<file path="config.mk">
export PLATFORM = sky130hd
export DESIGN_NAME = afc_codec
export DESIGN_NICKNAME = d
export VERILOG_FILES = /design/src/shared/afc_pkg.sv /design/src/core/afc_codec.sv
export SDC_FILE = /design/constraint.sdc
export NUM_CORES = 2
export LEC_CHECK = 0
export ABC_AREA = 1
export ABC_CLOCK_PERIOD_IN_PS = 6350
export BUFFER_PORTS_ARGS = -buffer_cell sky130_fd_sc_hd__buf_4
export CAP_MARGIN = 20
export CORE_MARGIN = 2
export CORE_UTILIZATION = 37
export CTS_CLUSTER_SIZE = 20
export DETAILED_ROUTE_END_ITERATION = 7
export PLACE_DENSITY = 0.58
export SETUP_SLACK_MARGIN = 0.02
export SYNTH_ARGS = -nofsm -noshare
export SYNTH_HDL_FRONTEND = slang
export SYNTH_SLANG_ARGS = --single-unit
</file>
<file path="constraint.sdc">
create_clock -name pclk -period 6.35 [get_ports pclk]
set_input_delay 0.9525 -clock pclk [delete_from_list [all_inputs] [get_ports pclk]]
set_output_delay 0.9525 -clock pclk [all_outputs]
set_load 0.05 [all_outputs]
</file>
<file path="src/shared/afc_pkg.sv">
// constants and types for the audio sample fifo and sector codec block
// assumes a 32-bit apb master and byte addresses on paddr
package afc_pkg;
   // register byte offsets
   localparam logic [7:0] AFC_OFF_CTRL = 8'h00;
   localparam logic [7:0] AFC_OFF_FIFO = 8'h04;
   localparam logic [7:0] AFC_OFF_STAT = 8'h08;
   localparam logic [7:0] AFC_OFF_TXDATA = 8'h0c;
   localparam logic [7:0] AFC_OFF_RXDATA = 8'h10;
   // codec control fields
   localparam int AFC_DEC_SWAP_LSB = 14;
   localparam int AFC_DEC_SYNC_BIT = 13;
   localparam int AFC_DEC_EN_BIT = 11;
   localparam int AFC_DEC_MODE_LSB = 9;
   localparam int AFC_ENC_SWAP_LSB = 6;
   localparam int AFC_ENC_SYNC_BIT = 5;
   localparam int AFC_ENC_EN_BIT = 3;
   localparam int AFC_ENC_MODE_LSB = 1;
   localparam logic [15:0] AFC_CTRL_RESET = 16'h0000;
   localparam logic [15:0] AFC_CTRL_MASK = 16'heeee;
   // fifo control fields
   localparam int AFC_TX_RST_BIT = 0;
   localparam int AFC_RX_RST_BIT = 1;
   localparam int AFC_TICK_LSB = 8;
   localparam int AFC_TICK_W = 8;
   // status fields
   localparam int AFC_STAT_W = 7;
   localparam int AFC_ST_EMPTY = 0;
   localparam int AFC_ST_UNDER = 1;
   localparam int AFC_ST_TICK = 2;
   localparam int AFC_ST_FIRST = 3;
   localparam int AFC_ST_MISSING_SYNC_FLAG = 4;
   localparam int AFC_ST_BADLEN = 5;
   localparam int AFC_ST_CRC = 6;
   localparam int AFC_ST_TXCNT_LSB = 8;
   localparam int AFC_ST_RXCNT_LSB = 12;
   localparam int AFC_ST_HELD_BIT = 16;
   // sector geometry in bytes, positions counted in 32-bit words
   localparam int AFC_POS_W = 10;
   localparam int AFC_SECTOR_BYTES = 2352;
   localparam int AFC_SYNC_BYTES = 12;
   localparam int AFC_M1_START = 0;
   localparam int AFC_M1_EDC = 2064;
   localparam int AFC_M2_START = 16;
   localparam int AFC_F1_EDC = 2072;
   localparam int AFC_F2_EDC = 2348;
   localparam logic [AFC_POS_W-1:0] AFC_SECTOR_WORDS = AFC_POS_W'(AFC_SECTOR_BYTES / 4);
   localparam logic [AFC_POS_W-1:0] AFC_FIRST_WORD = AFC_POS_W'(AFC_SYNC_BYTES / 4);
   localparam logic [31:0] AFC_SYNC0 = 32'h00ffffff;
   localparam logic [31:0] AFC_SYNC1 = 32'hffffffff;
   localparam logic [31:0] AFC_SYNC2 = 32'hffffff00;
   localparam logic [14:0] AFC_LFSR_SEED = 15'h0001;
   localparam logic [31:0] AFC_EDC_POLY = 32'hd8018001;

   typedef enum logic [1:0] {
      AFC_NO_CRC = 2'b00,
      AFC_MODE1 = 2'b01,
      AFC_M2F1 = 2'b10,
      AFC_M2F2 = 2'b11
   } afc_mode_t;

   typedef struct packed {
      logic [AFC_POS_W-1:0] pos;
      logic [AFC_POS_W-1:0] len;
      logic [14:0] lfsr;
      logic [31:0] crc;
      logic [31:0] s1;
      logic [31:0] s2;
      logic seen;
      logic fail;
   } afc_path_t;

   typedef struct packed {
      afc_path_t p;
      logic [31:0] w;
      logic first;
      logic missing_sync_flag;
      logic badlen;
      logic crcfail;
   } afc_step_t;
endpackage

</file>
<file path="src/core/afc_codec.sv">
// audio sample fifos with a sector encoder on the transmit path and a
// decoder on the receive path, registers on apb
// assumes sample_tick and rx_strobe come from logic on pclk
// one 32-bit word is one stereo pair, left in 31:16
//
// The APB slave port and the register offsets were decided locally.
`timescale 1ns/1ps

// What this block does
// released transmit fifo stays held, one sample
// first write releases hold, starts transmission
// each fifo holds at most six entries
// empty flag when one sample remains
// underrun flag, last sample repeated
// tick flag after programmed sample pairs
// receive fifo leaves reset only by software
// software resets, releases fifos, then enables tick
// software write jitter under one sample
// swap field reorders each 32-bit word
// sync enable recognises sector sync sequences
// otherwise next block one sector later
// decoder enable turns descrambling on
// decoder mode selects crc check
// encoder enable turns scrambling on
// encoder mode selects crc insertion
// inserted crc overwrites written data
// decoder flags raised at fifo output
// block start flag on first word
// missing sync and bad length flags
// crc failure flag at block start
// encoder order crc, scramble, swap
module afc_codec
   import afc_pkg::*;
#(
   parameter int DEPTH = 6
) (
   input logic pclk,
   input logic presetn,
   input logic psel,
   input logic penable,
   input logic pwrite,
   input logic [7:0] paddr,
   input logic [31:0] pwdata,
   output logic [31:0] prdata,
   output logic pready,
   output logic pslverr,
   input logic sample_tick,
   input logic rx_strobe,
   input logic [31:0] rx_sample,
   output logic [31:0] tx_sample,
   output logic tx_running
);
   localparam int PW = $clog2(DEPTH);
   localparam int CW = $clog2(DEPTH + 1);

   typedef struct packed {
      logic [15:0] ctrl;
      logic tx_rst;
      logic rx_rst;
      logic [AFC_TICK_W-1:0] tick_n;
      logic [AFC_TICK_W-1:0] tick_cnt;
      logic held;
      logic running;
      logic [DEPTH-1:0][31:0] tx_mem;
      logic [PW-1:0] tx_wp;
      logic [PW-1:0] tx_rp;
      logic [CW-1:0] tx_cnt;
      logic [DEPTH-1:0][35:0] rx_mem;
      logic [PW-1:0] rx_wp;
      logic [PW-1:0] rx_rp;
      logic [CW-1:0] rx_cnt;
      logic [31:0] tx_out;
      logic [AFC_STAT_W-1:0] stat;
      afc_path_t enc;
      afc_path_t dec;
      logic rd_valid;
      logic [31:0] prdata;
      logic pready;
      logic pslverr;
   } afc_state_t;

   afc_state_t q;
   afc_state_t next_q;

   // depth need not be a power of two, so pointers wrap by compare
   function automatic logic [PW-1:0] ptr_inc(input logic [PW-1:0] p);
      return (p == PW'(DEPTH - 1)) ? '0 : p + 1'b1;
   endfunction

   // byte lanes of one pair, last on encode and first on decode
   function automatic logic [31:0] word_swap(input logic [31:0] w, input logic [1:0] c);
      logic [31:0] r;
      unique case (c)
         2'b00: r = w;
         2'b01: r = {w[15:0], w[31:16]};
         2'b10: r = {w[23:16], w[31:24], w[7:0], w[15:8]};
         default: r = {w[7:0], w[15:8], w[23:16], w[31:24]};
      endcase
      return r;
   endfunction

   // first stream byte sits in bits 31:24, each byte lsb first
   function automatic logic [31:0] edc_word(input logic [31:0] c, input logic [31:0] w);
      logic [31:0] r;
      logic b;
      r = c;
      for (int i = 0; i < 32; i++) begin
         b = w[24 - 8 * (i / 8) + (i % 8)];
         r = {1'b0, r[31:1]} ^ ((r[0] ^ b) ? AFC_EDC_POLY : 32'h00000000);
      end
      return r;
   endfunction

   // scrambler x^15 + x + 1 from the block seed, lsb of each byte first
   // returns the advanced register above the scrambled word
   function automatic logic [46:0] scr_word(input logic [14:0] s, input logic [31:0] w);
      logic [14:0] r;
      logic [31:0] o;
      int k;
      r = s;
      o = w;
      for (int i = 0; i < 32; i++) begin
         k = 24 - 8 * (i / 8) + (i % 8);
         o[k] = w[k] ^ r[0];
         r = {r[0] ^ r[1], r[14:1]};
      end
      return {r, o};
   endfunction

   // one word through the block framing, crc and scrambler of a path
   function automatic afc_step_t path_step(input afc_path_t p, input logic [31:0] w,
                                           input logic sync_en, input logic scr_en,
                                           input logic [1:0] mode, input logic enc);
      afc_step_t r;
      logic hit;
      logic [AFC_POS_W-1:0] pos;
      logic [AFC_POS_W-1:0] crc_first;
      logic [AFC_POS_W-1:0] edc_at;
      logic [14:0] lfsr_in;
      logic [31:0] crc_in;
      logic [31:0] d;
      logic [46:0] sc;
      logic scr_on;
      r = '0;
      r.p = p;
      // sync seen on its third word, so block word three follows it
      hit = sync_en && p.s2 == AFC_SYNC0 && p.s1 == AFC_SYNC1 && w == AFC_SYNC2;
      pos = hit ? AFC_FIRST_WORD - 1'b1 : p.pos;
      crc_first = (mode == AFC_MODE1) ? AFC_POS_W'(AFC_M1_START / 4)
                                      : AFC_POS_W'(AFC_M2_START / 4);
      unique case (mode)
         AFC_MODE1: edc_at = AFC_POS_W'(AFC_M1_EDC / 4);
         AFC_M2F1: edc_at = AFC_POS_W'(AFC_F1_EDC / 4);
         default: edc_at = AFC_POS_W'(AFC_F2_EDC / 4);
      endcase
      // block flags ride on the first word, not on the sync
      r.first = (pos == AFC_FIRST_WORD);
      lfsr_in = r.first ? AFC_LFSR_SEED : p.lfsr;
      if (r.first) begin
         r.missing_sync_flag = !p.seen;
         r.badlen = (p.len != AFC_SECTOR_WORDS);
         r.crcfail = p.fail;
         r.p.seen = 1'b0;
         r.p.fail = 1'b0;
         r.p.len = AFC_POS_W'(1);
      end else if (p.len != '1) begin
         r.p.len = p.len + 1'b1;
      end
      if (hit) begin
         r.p.seen = 1'b1;
      end
      scr_on = scr_en && pos >= AFC_FIRST_WORD;
      // crc restarts at the first covered word of each block
      crc_in = (pos == crc_first) ? 32'h00000000 : p.crc;
      d = w;
      if (!enc && scr_on) begin
         sc = scr_word(lfsr_in, d);
         d = sc[31:0];
      end
      // processor data in the crc slot is thrown away
      if (mode != AFC_NO_CRC && pos == edc_at) begin
         if (enc) begin
            d = {crc_in[7:0], crc_in[15:8], crc_in[23:16], crc_in[31:24]};
         end else if (d != {crc_in[7:0], crc_in[15:8], crc_in[23:16], crc_in[31:24]}) begin
            r.p.fail = 1'b1;
         end
      end
      r.p.crc = hit ? edc_word(edc_word(edc_word(32'h00000000, AFC_SYNC0), AFC_SYNC1),
                               AFC_SYNC2)
                    : edc_word(crc_in, d);
      // register advances even with scrambling off, keeping its phase
      sc = scr_word(lfsr_in, d);
      if (enc && scr_on) begin
         d = sc[31:0];
      end
      r.p.lfsr = sc[46:32];
      r.p.s2 = p.s1;
      r.p.s1 = w;
      r.p.pos = (pos == AFC_SECTOR_WORDS - 1'b1) ? '0 : pos + 1'b1;
      r.w = d;
      return r;
   endfunction

   logic acc_done;
   logic wr;
   logic rd;
   logic [31:0] rdv;
   logic [AFC_STAT_W-1:0] sset;
   logic [AFC_STAT_W-1:0] sclr;
   logic [CW-1:0] tcnt;
   logic [CW-1:0] rcnt;
   afc_step_t es;
   afc_step_t ds;
   logic [35:0] rhead;

   always_comb begin
      next_q = q;
      acc_done = psel & penable & q.pready;
      wr = acc_done & pwrite;
      rd = acc_done & ~pwrite;
      rdv = 32'h00000000;
      sset = '0;
      sclr = '0;
      tcnt = q.tx_cnt;
      rcnt = q.rx_cnt;
      rhead = q.rx_mem[q.rx_rp];
      // every access answers in its first access cycle
      next_q.pready = psel & ~penable;
      next_q.pslverr = 1'b0;
      if (psel & ~penable) begin
         next_q.rd_valid = 1'b0;
         unique case (paddr)
            AFC_OFF_CTRL: rdv[15:0] = q.ctrl;
            AFC_OFF_FIFO: begin
               rdv[AFC_TX_RST_BIT] = q.tx_rst;
               rdv[AFC_RX_RST_BIT] = q.rx_rst;
               rdv[AFC_TICK_LSB +: AFC_TICK_W] = q.tick_n;
            end
            AFC_OFF_STAT: begin
               rdv[AFC_STAT_W-1:0] = q.stat;
               rdv[AFC_ST_TXCNT_LSB +: CW] = q.tx_cnt;
               rdv[AFC_ST_RXCNT_LSB +: CW] = q.rx_cnt;
               rdv[AFC_ST_HELD_BIT] = q.held;
            end
            AFC_OFF_TXDATA: rdv = 32'h00000000;
            AFC_OFF_RXDATA: begin
               // head captured now, popped only when this same word was seen
               rdv = (q.rx_cnt != '0) ? rhead[31:0] : 32'h00000000;
               next_q.rd_valid = (q.rx_cnt != '0);
            end
            default: next_q.pslverr = 1'b1;
         endcase
         next_q.prdata = rdv;
      end
      // writes land at the access edge, together with pready
      if (wr) begin
         unique case (paddr)
            AFC_OFF_CTRL: next_q.ctrl = pwdata[15:0] & AFC_CTRL_MASK;
            AFC_OFF_FIFO: begin
               next_q.tx_rst = pwdata[AFC_TX_RST_BIT];
               next_q.rx_rst = pwdata[AFC_RX_RST_BIT];
               next_q.tick_n = pwdata[AFC_TICK_LSB +: AFC_TICK_W];
            end
            AFC_OFF_STAT: sclr = pwdata[AFC_STAT_W-1:0];
            AFC_OFF_TXDATA: sclr[AFC_ST_EMPTY] = 1'b1;
            default: ;
         endcase
      end

      // transmit side
      // encoder result only kept when the word is accepted
      es = path_step(q.enc, pwdata, q.ctrl[AFC_ENC_SYNC_BIT], q.ctrl[AFC_ENC_EN_BIT],
                     q.ctrl[AFC_ENC_MODE_LSB +: 2], 1'b1);
      if (q.tx_rst) begin
         // held in reset with one zero sample kept
         next_q.tx_mem[0] = 32'h00000000;
         next_q.tx_rp = '0;
         next_q.tx_wp = PW'(1);
         next_q.tx_cnt = CW'(1);
         next_q.held = 1'b1;
         next_q.running = 1'b0;
         next_q.enc = '0;
      end else begin
         // ticks before the first write are ignored, kept sample stays out
         if (sample_tick && q.running) begin
            if (q.tx_cnt != '0) begin
               next_q.tx_out = q.tx_mem[q.tx_rp];
               next_q.tx_rp = ptr_inc(q.tx_rp);
               tcnt = q.tx_cnt - 1'b1;
               sset[AFC_ST_EMPTY] = (tcnt == CW'(1));
            end else begin
               // tx_out kept, so the last sample goes out again
               sset[AFC_ST_UNDER] = 1'b1;
            end
         end
         if (wr && paddr == AFC_OFF_TXDATA && tcnt != CW'(DEPTH)) begin
            next_q.tx_mem[q.tx_wp] = word_swap(es.w, q.ctrl[AFC_ENC_SWAP_LSB +: 2]);
            next_q.tx_wp = ptr_inc(q.tx_wp);
            next_q.enc = es.p;
            tcnt = tcnt + 1'b1;
            next_q.held = 1'b0;
            next_q.running = 1'b1;
         end
         next_q.tx_cnt = tcnt;
      end

      // sample pair tick, only counting once the receive side is released
      if (q.rx_rst || q.tick_n == '0) begin
         next_q.tick_cnt = '0;
      end else if (sample_tick) begin
         if (q.tick_cnt + 1'b1 == q.tick_n) begin
            sset[AFC_ST_TICK] = 1'b1;
            next_q.tick_cnt = '0;
         end else begin
            next_q.tick_cnt = q.tick_cnt + 1'b1;
         end
      end

      // receive side
      // sync search runs on the swapped word
      ds = path_step(q.dec, word_swap(rx_sample, q.ctrl[AFC_DEC_SWAP_LSB +: 2]),
                     q.ctrl[AFC_DEC_SYNC_BIT], q.ctrl[AFC_DEC_EN_BIT],
                     q.ctrl[AFC_DEC_MODE_LSB +: 2], 1'b0);
      if (q.rx_rst) begin
         next_q.rx_rp = '0;
         next_q.rx_wp = '0;
         next_q.rx_cnt = '0;
         next_q.dec = '0;
      end else begin
         // only a word shown at setup may be popped, else a read loses data
         if (rd && paddr == AFC_OFF_RXDATA && q.rd_valid && q.rx_cnt != '0) begin
            next_q.rx_rp = ptr_inc(q.rx_rp);
            rcnt = q.rx_cnt - 1'b1;
         end
         // a full fifo drops the incoming word
         if (rx_strobe && rcnt != CW'(DEPTH)) begin
            next_q.rx_mem[q.rx_wp] = {ds.first, ds.missing_sync_flag, ds.badlen, ds.crcfail, ds.w};
            next_q.rx_wp = ptr_inc(q.rx_wp);
            next_q.dec = ds.p;
            rcnt = rcnt + 1'b1;
         end
         next_q.rx_cnt = rcnt;
         // flags follow the word at the read end, not the input
         if (q.rx_cnt != '0 && rhead[35]) begin
            sset[AFC_ST_FIRST] = 1'b1;
            sset[AFC_ST_MISSING_SYNC_FLAG] = rhead[34];
            sset[AFC_ST_BADLEN] = rhead[33];
            sset[AFC_ST_CRC] = rhead[32];
         end
      end
      // set wins over a clear in the same cycle
      next_q.stat = (q.stat & ~sclr) | sset;
   end

   // reset leaves both fifos in software reset, tx loads its kept sample next
   always_ff @(posedge pclk or negedge presetn) begin
      if (!presetn) begin
         q <= '0;
         q.ctrl <= AFC_CTRL_RESET;
         q.tx_rst <= 1'b1;
         q.rx_rst <= 1'b1;
         q.held <= 1'b1;
      end else begin
         q <= next_q;
      end
   end

   // every output straight from the state register
   assign prdata = q.prdata;
   assign pready = q.pready;
   assign pslverr = q.pslverr;
   assign tx_sample = q.tx_out;
   assign tx_running = q.running;
endmodule

</file>
Word level (Yosys, flattened, before mapping)
Index checks and enable logic that the tools add are counted.
Widths: inputs -> output; s select.
- logic and storage cells: 578
- bits in registers: 796
- output and inout bits: 67
- reductions and logical operators: 49
- eq/ne operators: 38
- magnitude comparators: 8
- bitwise gates (word level): 268
- add/sub/neg operators: 13
- mux-type cells: 157
- operators with widths (kind ; number):
    $mux 32 ; 76
    $xor 31x32->32 ; 64
    $mux 133 ; 4
    $bwmux 216 ; 1
    $mux 197 ; 1
    $bwmux 192 ; 1
    $pmux 32 s3 ; 2
    $xor 1x1->1 ; 192
    $eq 32x32->1 const B ; 4
    $bmux 36 s3 ; 1
    $demux 36 s3 ; 1
    $bmux 32 s3 ; 1
    $demux 32 s3 ; 1
    $mux 10 ; 8
    $mux 36 ; 2
    $eq 32x24->1 const B ; 2
    $mux 3 ; 18
    $mux 15 ; 3
    $mux 41 ; 1
    $add 10x1->10 const B ; 4
    $ne 32x32->1 ; 1
    $ne 10x10->1 const B ; 3
    $pmux 7 s2 ; 2
    $mux 8 ; 3
    other kinds (45) ; 137

Depth between registers and ports, before layout
- depth after elaboration: 110
- gate-level depth with buffers: 65
- mapped depth without buffers: 64

Worst setup path after synthesis
No wires, ideal clock.
- kind: in2reg
- start: input port pwdata[3]
- end: register q[262] in the netlist's numbering
- stages: 64
- setup slack: 0.141 ns
- arrival: 6.092 ns
- setup time: 0.117 ns
- buffers on the path: 1
- data required time: 6.233 ns
- path through: inv_1 nand2_1 nor2_1 nand2_1 nor2_1 nand2_1 nor2_2 nand2_2 buf_6 inv_1 nor2_1 inv_1 ha_1 nand2_1 nor2_1 nand3_2 nand2_1 inv_1 [... 28 more ...] nand2_2 nand2_1 nand3_1 nand3_1 nand3_1 nand3_1 nand2_1 nand2_1 nand2_1 nand2_1 nand3_1 nand3_1 nand3_1 nand2_1 nand2_1 nand3_1 nand2_1 nand2_1
- longest elaborated chain between the ends: 105
- elaborated cells on any way between the ends: 107
- those cells by class: eq/ne: 3; mux: 38; bitwise: 64; reduce/logical: 2
- ends and longest elaborated chain (item ; line ; source):
    from (decl) ; afc_codec.sv:43 ; input logic [31:0] pwdata,
    $eq 32x32->1 ; afc_codec.sv:147 ; hit = sync_en && p.s2 == AFC_SYNC0 && p.s1 == AFC_SYNC1 && w == AFC_SYNC2;
    $logic_and 1x1->1 ; afc_codec.sv:147 ;
    $mux 10 ; afc_codec.sv:148 ; pos = hit ? AFC_FIRST_WORD - 1'b1 : p.pos;
    $eq 10x3->1 / $eq 10x10->1 (equally long branches) ; afc_codec.sv:174, afc_codec.sv:181 ;
    $mux 32 / $logic_and 1x1->1 (equally long branches) ; afc_codec.sv:174, afc_codec.sv:181 ;
    $mux 32 ; afc_codec.sv:181 ; if (mode != AFC_NO_CRC && pos == edc_at) begin
    $xor 1x1->1 ; afc_codec.sv:109 ; r = {1'b0, r[31:1]} ^ ((r[0] ^ b) ? AFC_EDC_POLY : 32'h00000000);
    $mux 32 ; afc_codec.sv:109 ;
    [... 89 more ...] ; -- ;
    $mux 32 ; afc_codec.sv:109 ;
    $xor 31x32->32 ; afc_codec.sv:109 ;
    $xor 1x1->1 ; afc_codec.sv:109 ;
    $mux 32 ; afc_codec.sv:109 ;
    $xor 31x32->32 ; afc_codec.sv:109 ;
    $mux 32 * ; afc_codec.sv:188 ; r.p.crc = hit ? edc_word(edc_word(edc_word(32'h00000000, AFC_SYNC0), AFC_SYNC1),
    $mux 133 * ; afc_codec.sv:296 ; if (wr && paddr == AFC_OFF_TXDATA && tcnt != CW'(DEPTH)) begin
    $mux 133 * ; afc_codec.sv:274 ; if (q.tx_rst) begin
    to (signal assigned) ; afc_codec.sv:364 ; q <= next_q;
    to (decl) ; afc_codec.sv:82 ; afc_state_t q;
Every way passes the cells marked *; elsewhere a longest branch is shown, timed or not. The select of a mux whose other input is x is not followed.
A chain may end at the register's enable or synchronous reset.

Worst setup path in the final report
- start: input port pwdata[7]
- end: register q[262] in the netlist's numbering
Same word-level chain as after synthesis.

==> metrics <==
period utilization 97.12%; die height 341.0 um; DRC 0; DP Worst Slack -0.5872 ns; # port buffers 145; WHS 0.2145 ns; worst path required time 6.97 ns; cts bufs inserted 89; final std cells w/o fill 7009; Critical Path End Type register; most common cell after layout, fill and taps aside nand2_1; Highest Clock Rate 162.1 MHz; Clock power frac 24.2%; Sink Count 786; CTS H-tree depth 3; Placer Congestion 0.9777; Distinct cells, synth 72; post-synthesis register bit count 786; antenna violations before repair 3; first-pass GRT wire length 215.4 mm; post-layout min period 6.167 ns; Pins Over Slew Limit 0; Routed wire per std cell 19.89 um; Antenna Cells 0; clk slew on worst S/H paths 0.06 ns; RSZ-0062 raised after global routing yes; Final nets 5545; Clk Latency, worst-skew pair 0.69 ns; met2 wire len 60.12 mm; Post-DP Area 0.04617 mm2; VDD IR max 0.9451 mV; via count 37.39k; dpl cells 6830; number of max-cap violations 0; Mapped Cells 5160; worst slew pin tran 1.121 ns; vias in the first global route 35.40k; DR iter-0 viols 3398; total gr overflow 0; Crit Path Category in -> reg; relative slew slack 24.50%; Highest Signal Layer met5; met3 wire len 9.244 mm; WL final 139.4 mm; Chip Width 341.0 um; Synth async-reset ratio 100.0%; Fin. Hold Viols 0; YS warnings 0; setup TNS 0 ns; num rows 123; Initial DRT Pass Iterations 6; Starting Density 37.34%; setup violators final 0; syn_area_per_cell 8.142 um2; hold_buf cts 0; post-route worst setup slack 0.1826 ns; # IOs 146; net switching power figure 8.438 mW; Finished Cell Area 0.04987 mm2; crit path DAT 6.79 ns; CP max FO 8; core area 0.1125 mm2; proportion of power drawn by combinational gates 43.7%; Post-DP HPWL 96.20 mm; Leak 23.82 nW; CP most frequent cell nand2_2; Switching Fraction 39.36%; pwr dens 429.9 mW/mm2; number of enable flip-flop cells after synthesis 0; largest net degree at the start of global routing 156; Detail Route Antenna Nets 0; Pint 13.00 mW; status finished clean; Finished Core Util 44.33%; ys flop type dfrtp_1; CTS root buf clkbuf_16; total track usage 23.64%; clk buf depth 3; Setup Skew 0.04383 ns; total power 21.44 mW; most frequent cells in the layout nand2_1 (971), dfrtp_1 (779), o21ai_0 (703); Seq/Total Area, Yosys 46.83%; met1 WL 66.16 mm; syn_nets 5261; layout cells sized above 1 16.30%; peak per-stage delay on the critical path 0.17 ns; Cell Area, Synth 0.04201 mm2; slowest CP cell buf_4; startpoint types input port; Hold Crit Class in -> async; P&R area growth vs syn 18.70%; sequential fraction of design power 32.1%; Via density 5.334; CTS tree built; Die ar. 0.1163 mm2
## per-layer routing
metal | track usage (%) | vias to the layer above
li1 | - | 17720
met1 | 35.70 | 18270
met2 | 34.73 | 1188
met3 | 3.799 | 209
met4 | 6.773 | 4
met5 | 0 | -
## flip-flops by register name (all words and copies together), names as in the netlist
register and flops:
prdata 32, es 32, tx_sample 32, tx_running 1, q 655, pslverr 1, ds 32, pready 1
## timing repair
action,CTS,global route
cloned,0,1
setup endpoints to repair,2,9
buffers inserted,0,21
pin swaps,0,61
gates resized for setup,1,156
## synth_stat cells (10+ instances only)
cell      number  share of area [%]
inv_2         21               0.19
nor2_2        11               0.16
ha_1          22               0.66
nand3_1      126                1.5
o32ai_1       11               0.23
nor2_1       426                3.8
or2_2         15               0.22
o21ai_1       14               0.17
clkbuf_1     208                1.9
xor2_1       191                4.0
nor4_1        37               0.55
nand4_1       31               0.46
buf_6         10               0.27
buf_1         17               0.15
nand2_1     1001                8.9
a31oi_1       43               0.64
o21ai_0      714                8.5
o31ai_1       15               0.27
o211ai_1      27               0.48
nand2_2       20               0.30
a22o_1        15               0.31
xnor2_1       62                1.3
o22ai_1      190                2.8
xor2_2        21               0.81
a221oi_1      11               0.23
o221ai_1      44               0.92
inv_1        555                5.0
dfrtp_1      783                 47
o21a_1        21               0.38
nor3_1        46               0.55
a21oi_1      210                2.5
buf_4         68                1.2
a22oi_1       61                1.1
## area by class of cell
| cell class | count | area [um2] |
|---|---|---|
| Fill cell | 11320 | 62630 |
| Sequential cell | 786 | 19680 |
| Multi-Input combinational cell | 3476 | 19200 |
| Timing Repair Buffer | 508 | 4004 |
| Clock buffer | 127 | 2550 |
| Inverter | 583 | 2211 |
| Tap cell | 1500 | 1877 |
| Clock inverter | 29 | 350.3 |
## power groups by stage
stage	clock (mW)	combinational, mW	sequential (mW)
floorplan	0	6.15	6.75
global placement	0	8.71	6.91
detailed placement	0	8.80	6.95
CTS	5.29	8.86	6.87
global route	5.50	10.4	7.01
finish	5.18	9.38	6.88
## cells by family after synthesis
logic type,share of synthesized area (%)
compound gates,19.74
fa+ha+maj,0.6552
simple gates,17.06
xor+xnor,6.755
flops,46.83
buf+inv,8.962
## worst paths after layout
| kind | start | end | slack (ns) | depth (start not counted) |
|---|---|---|---|---|
| worst max-delay path | pwdata[7] | q[262] | 0.18 | 61 |
| worst min-delay path | presetn | prdata[19] | 0.21 | 1 |
| worst max register to register | q[170] | q[262] | 0.28 | 58 |
| worst min register to register | q[511] | q[511] | 0.48 | 2 |
| max in group asynchronous | presetn | ds[56] | 4.69 | 3 |
| min in group pclk | q[511] | q[511] | 0.48 | 2 |
## worst max-delay path, delay by kind of cell
family,cells,cell delay [ns]
buffers and inverters,5,0.67
AOI/OAI and AO/OA,1,0.07
and+or+nand+nor,55,5.06
No activity file was read; power rests on OpenSTA's default activity.
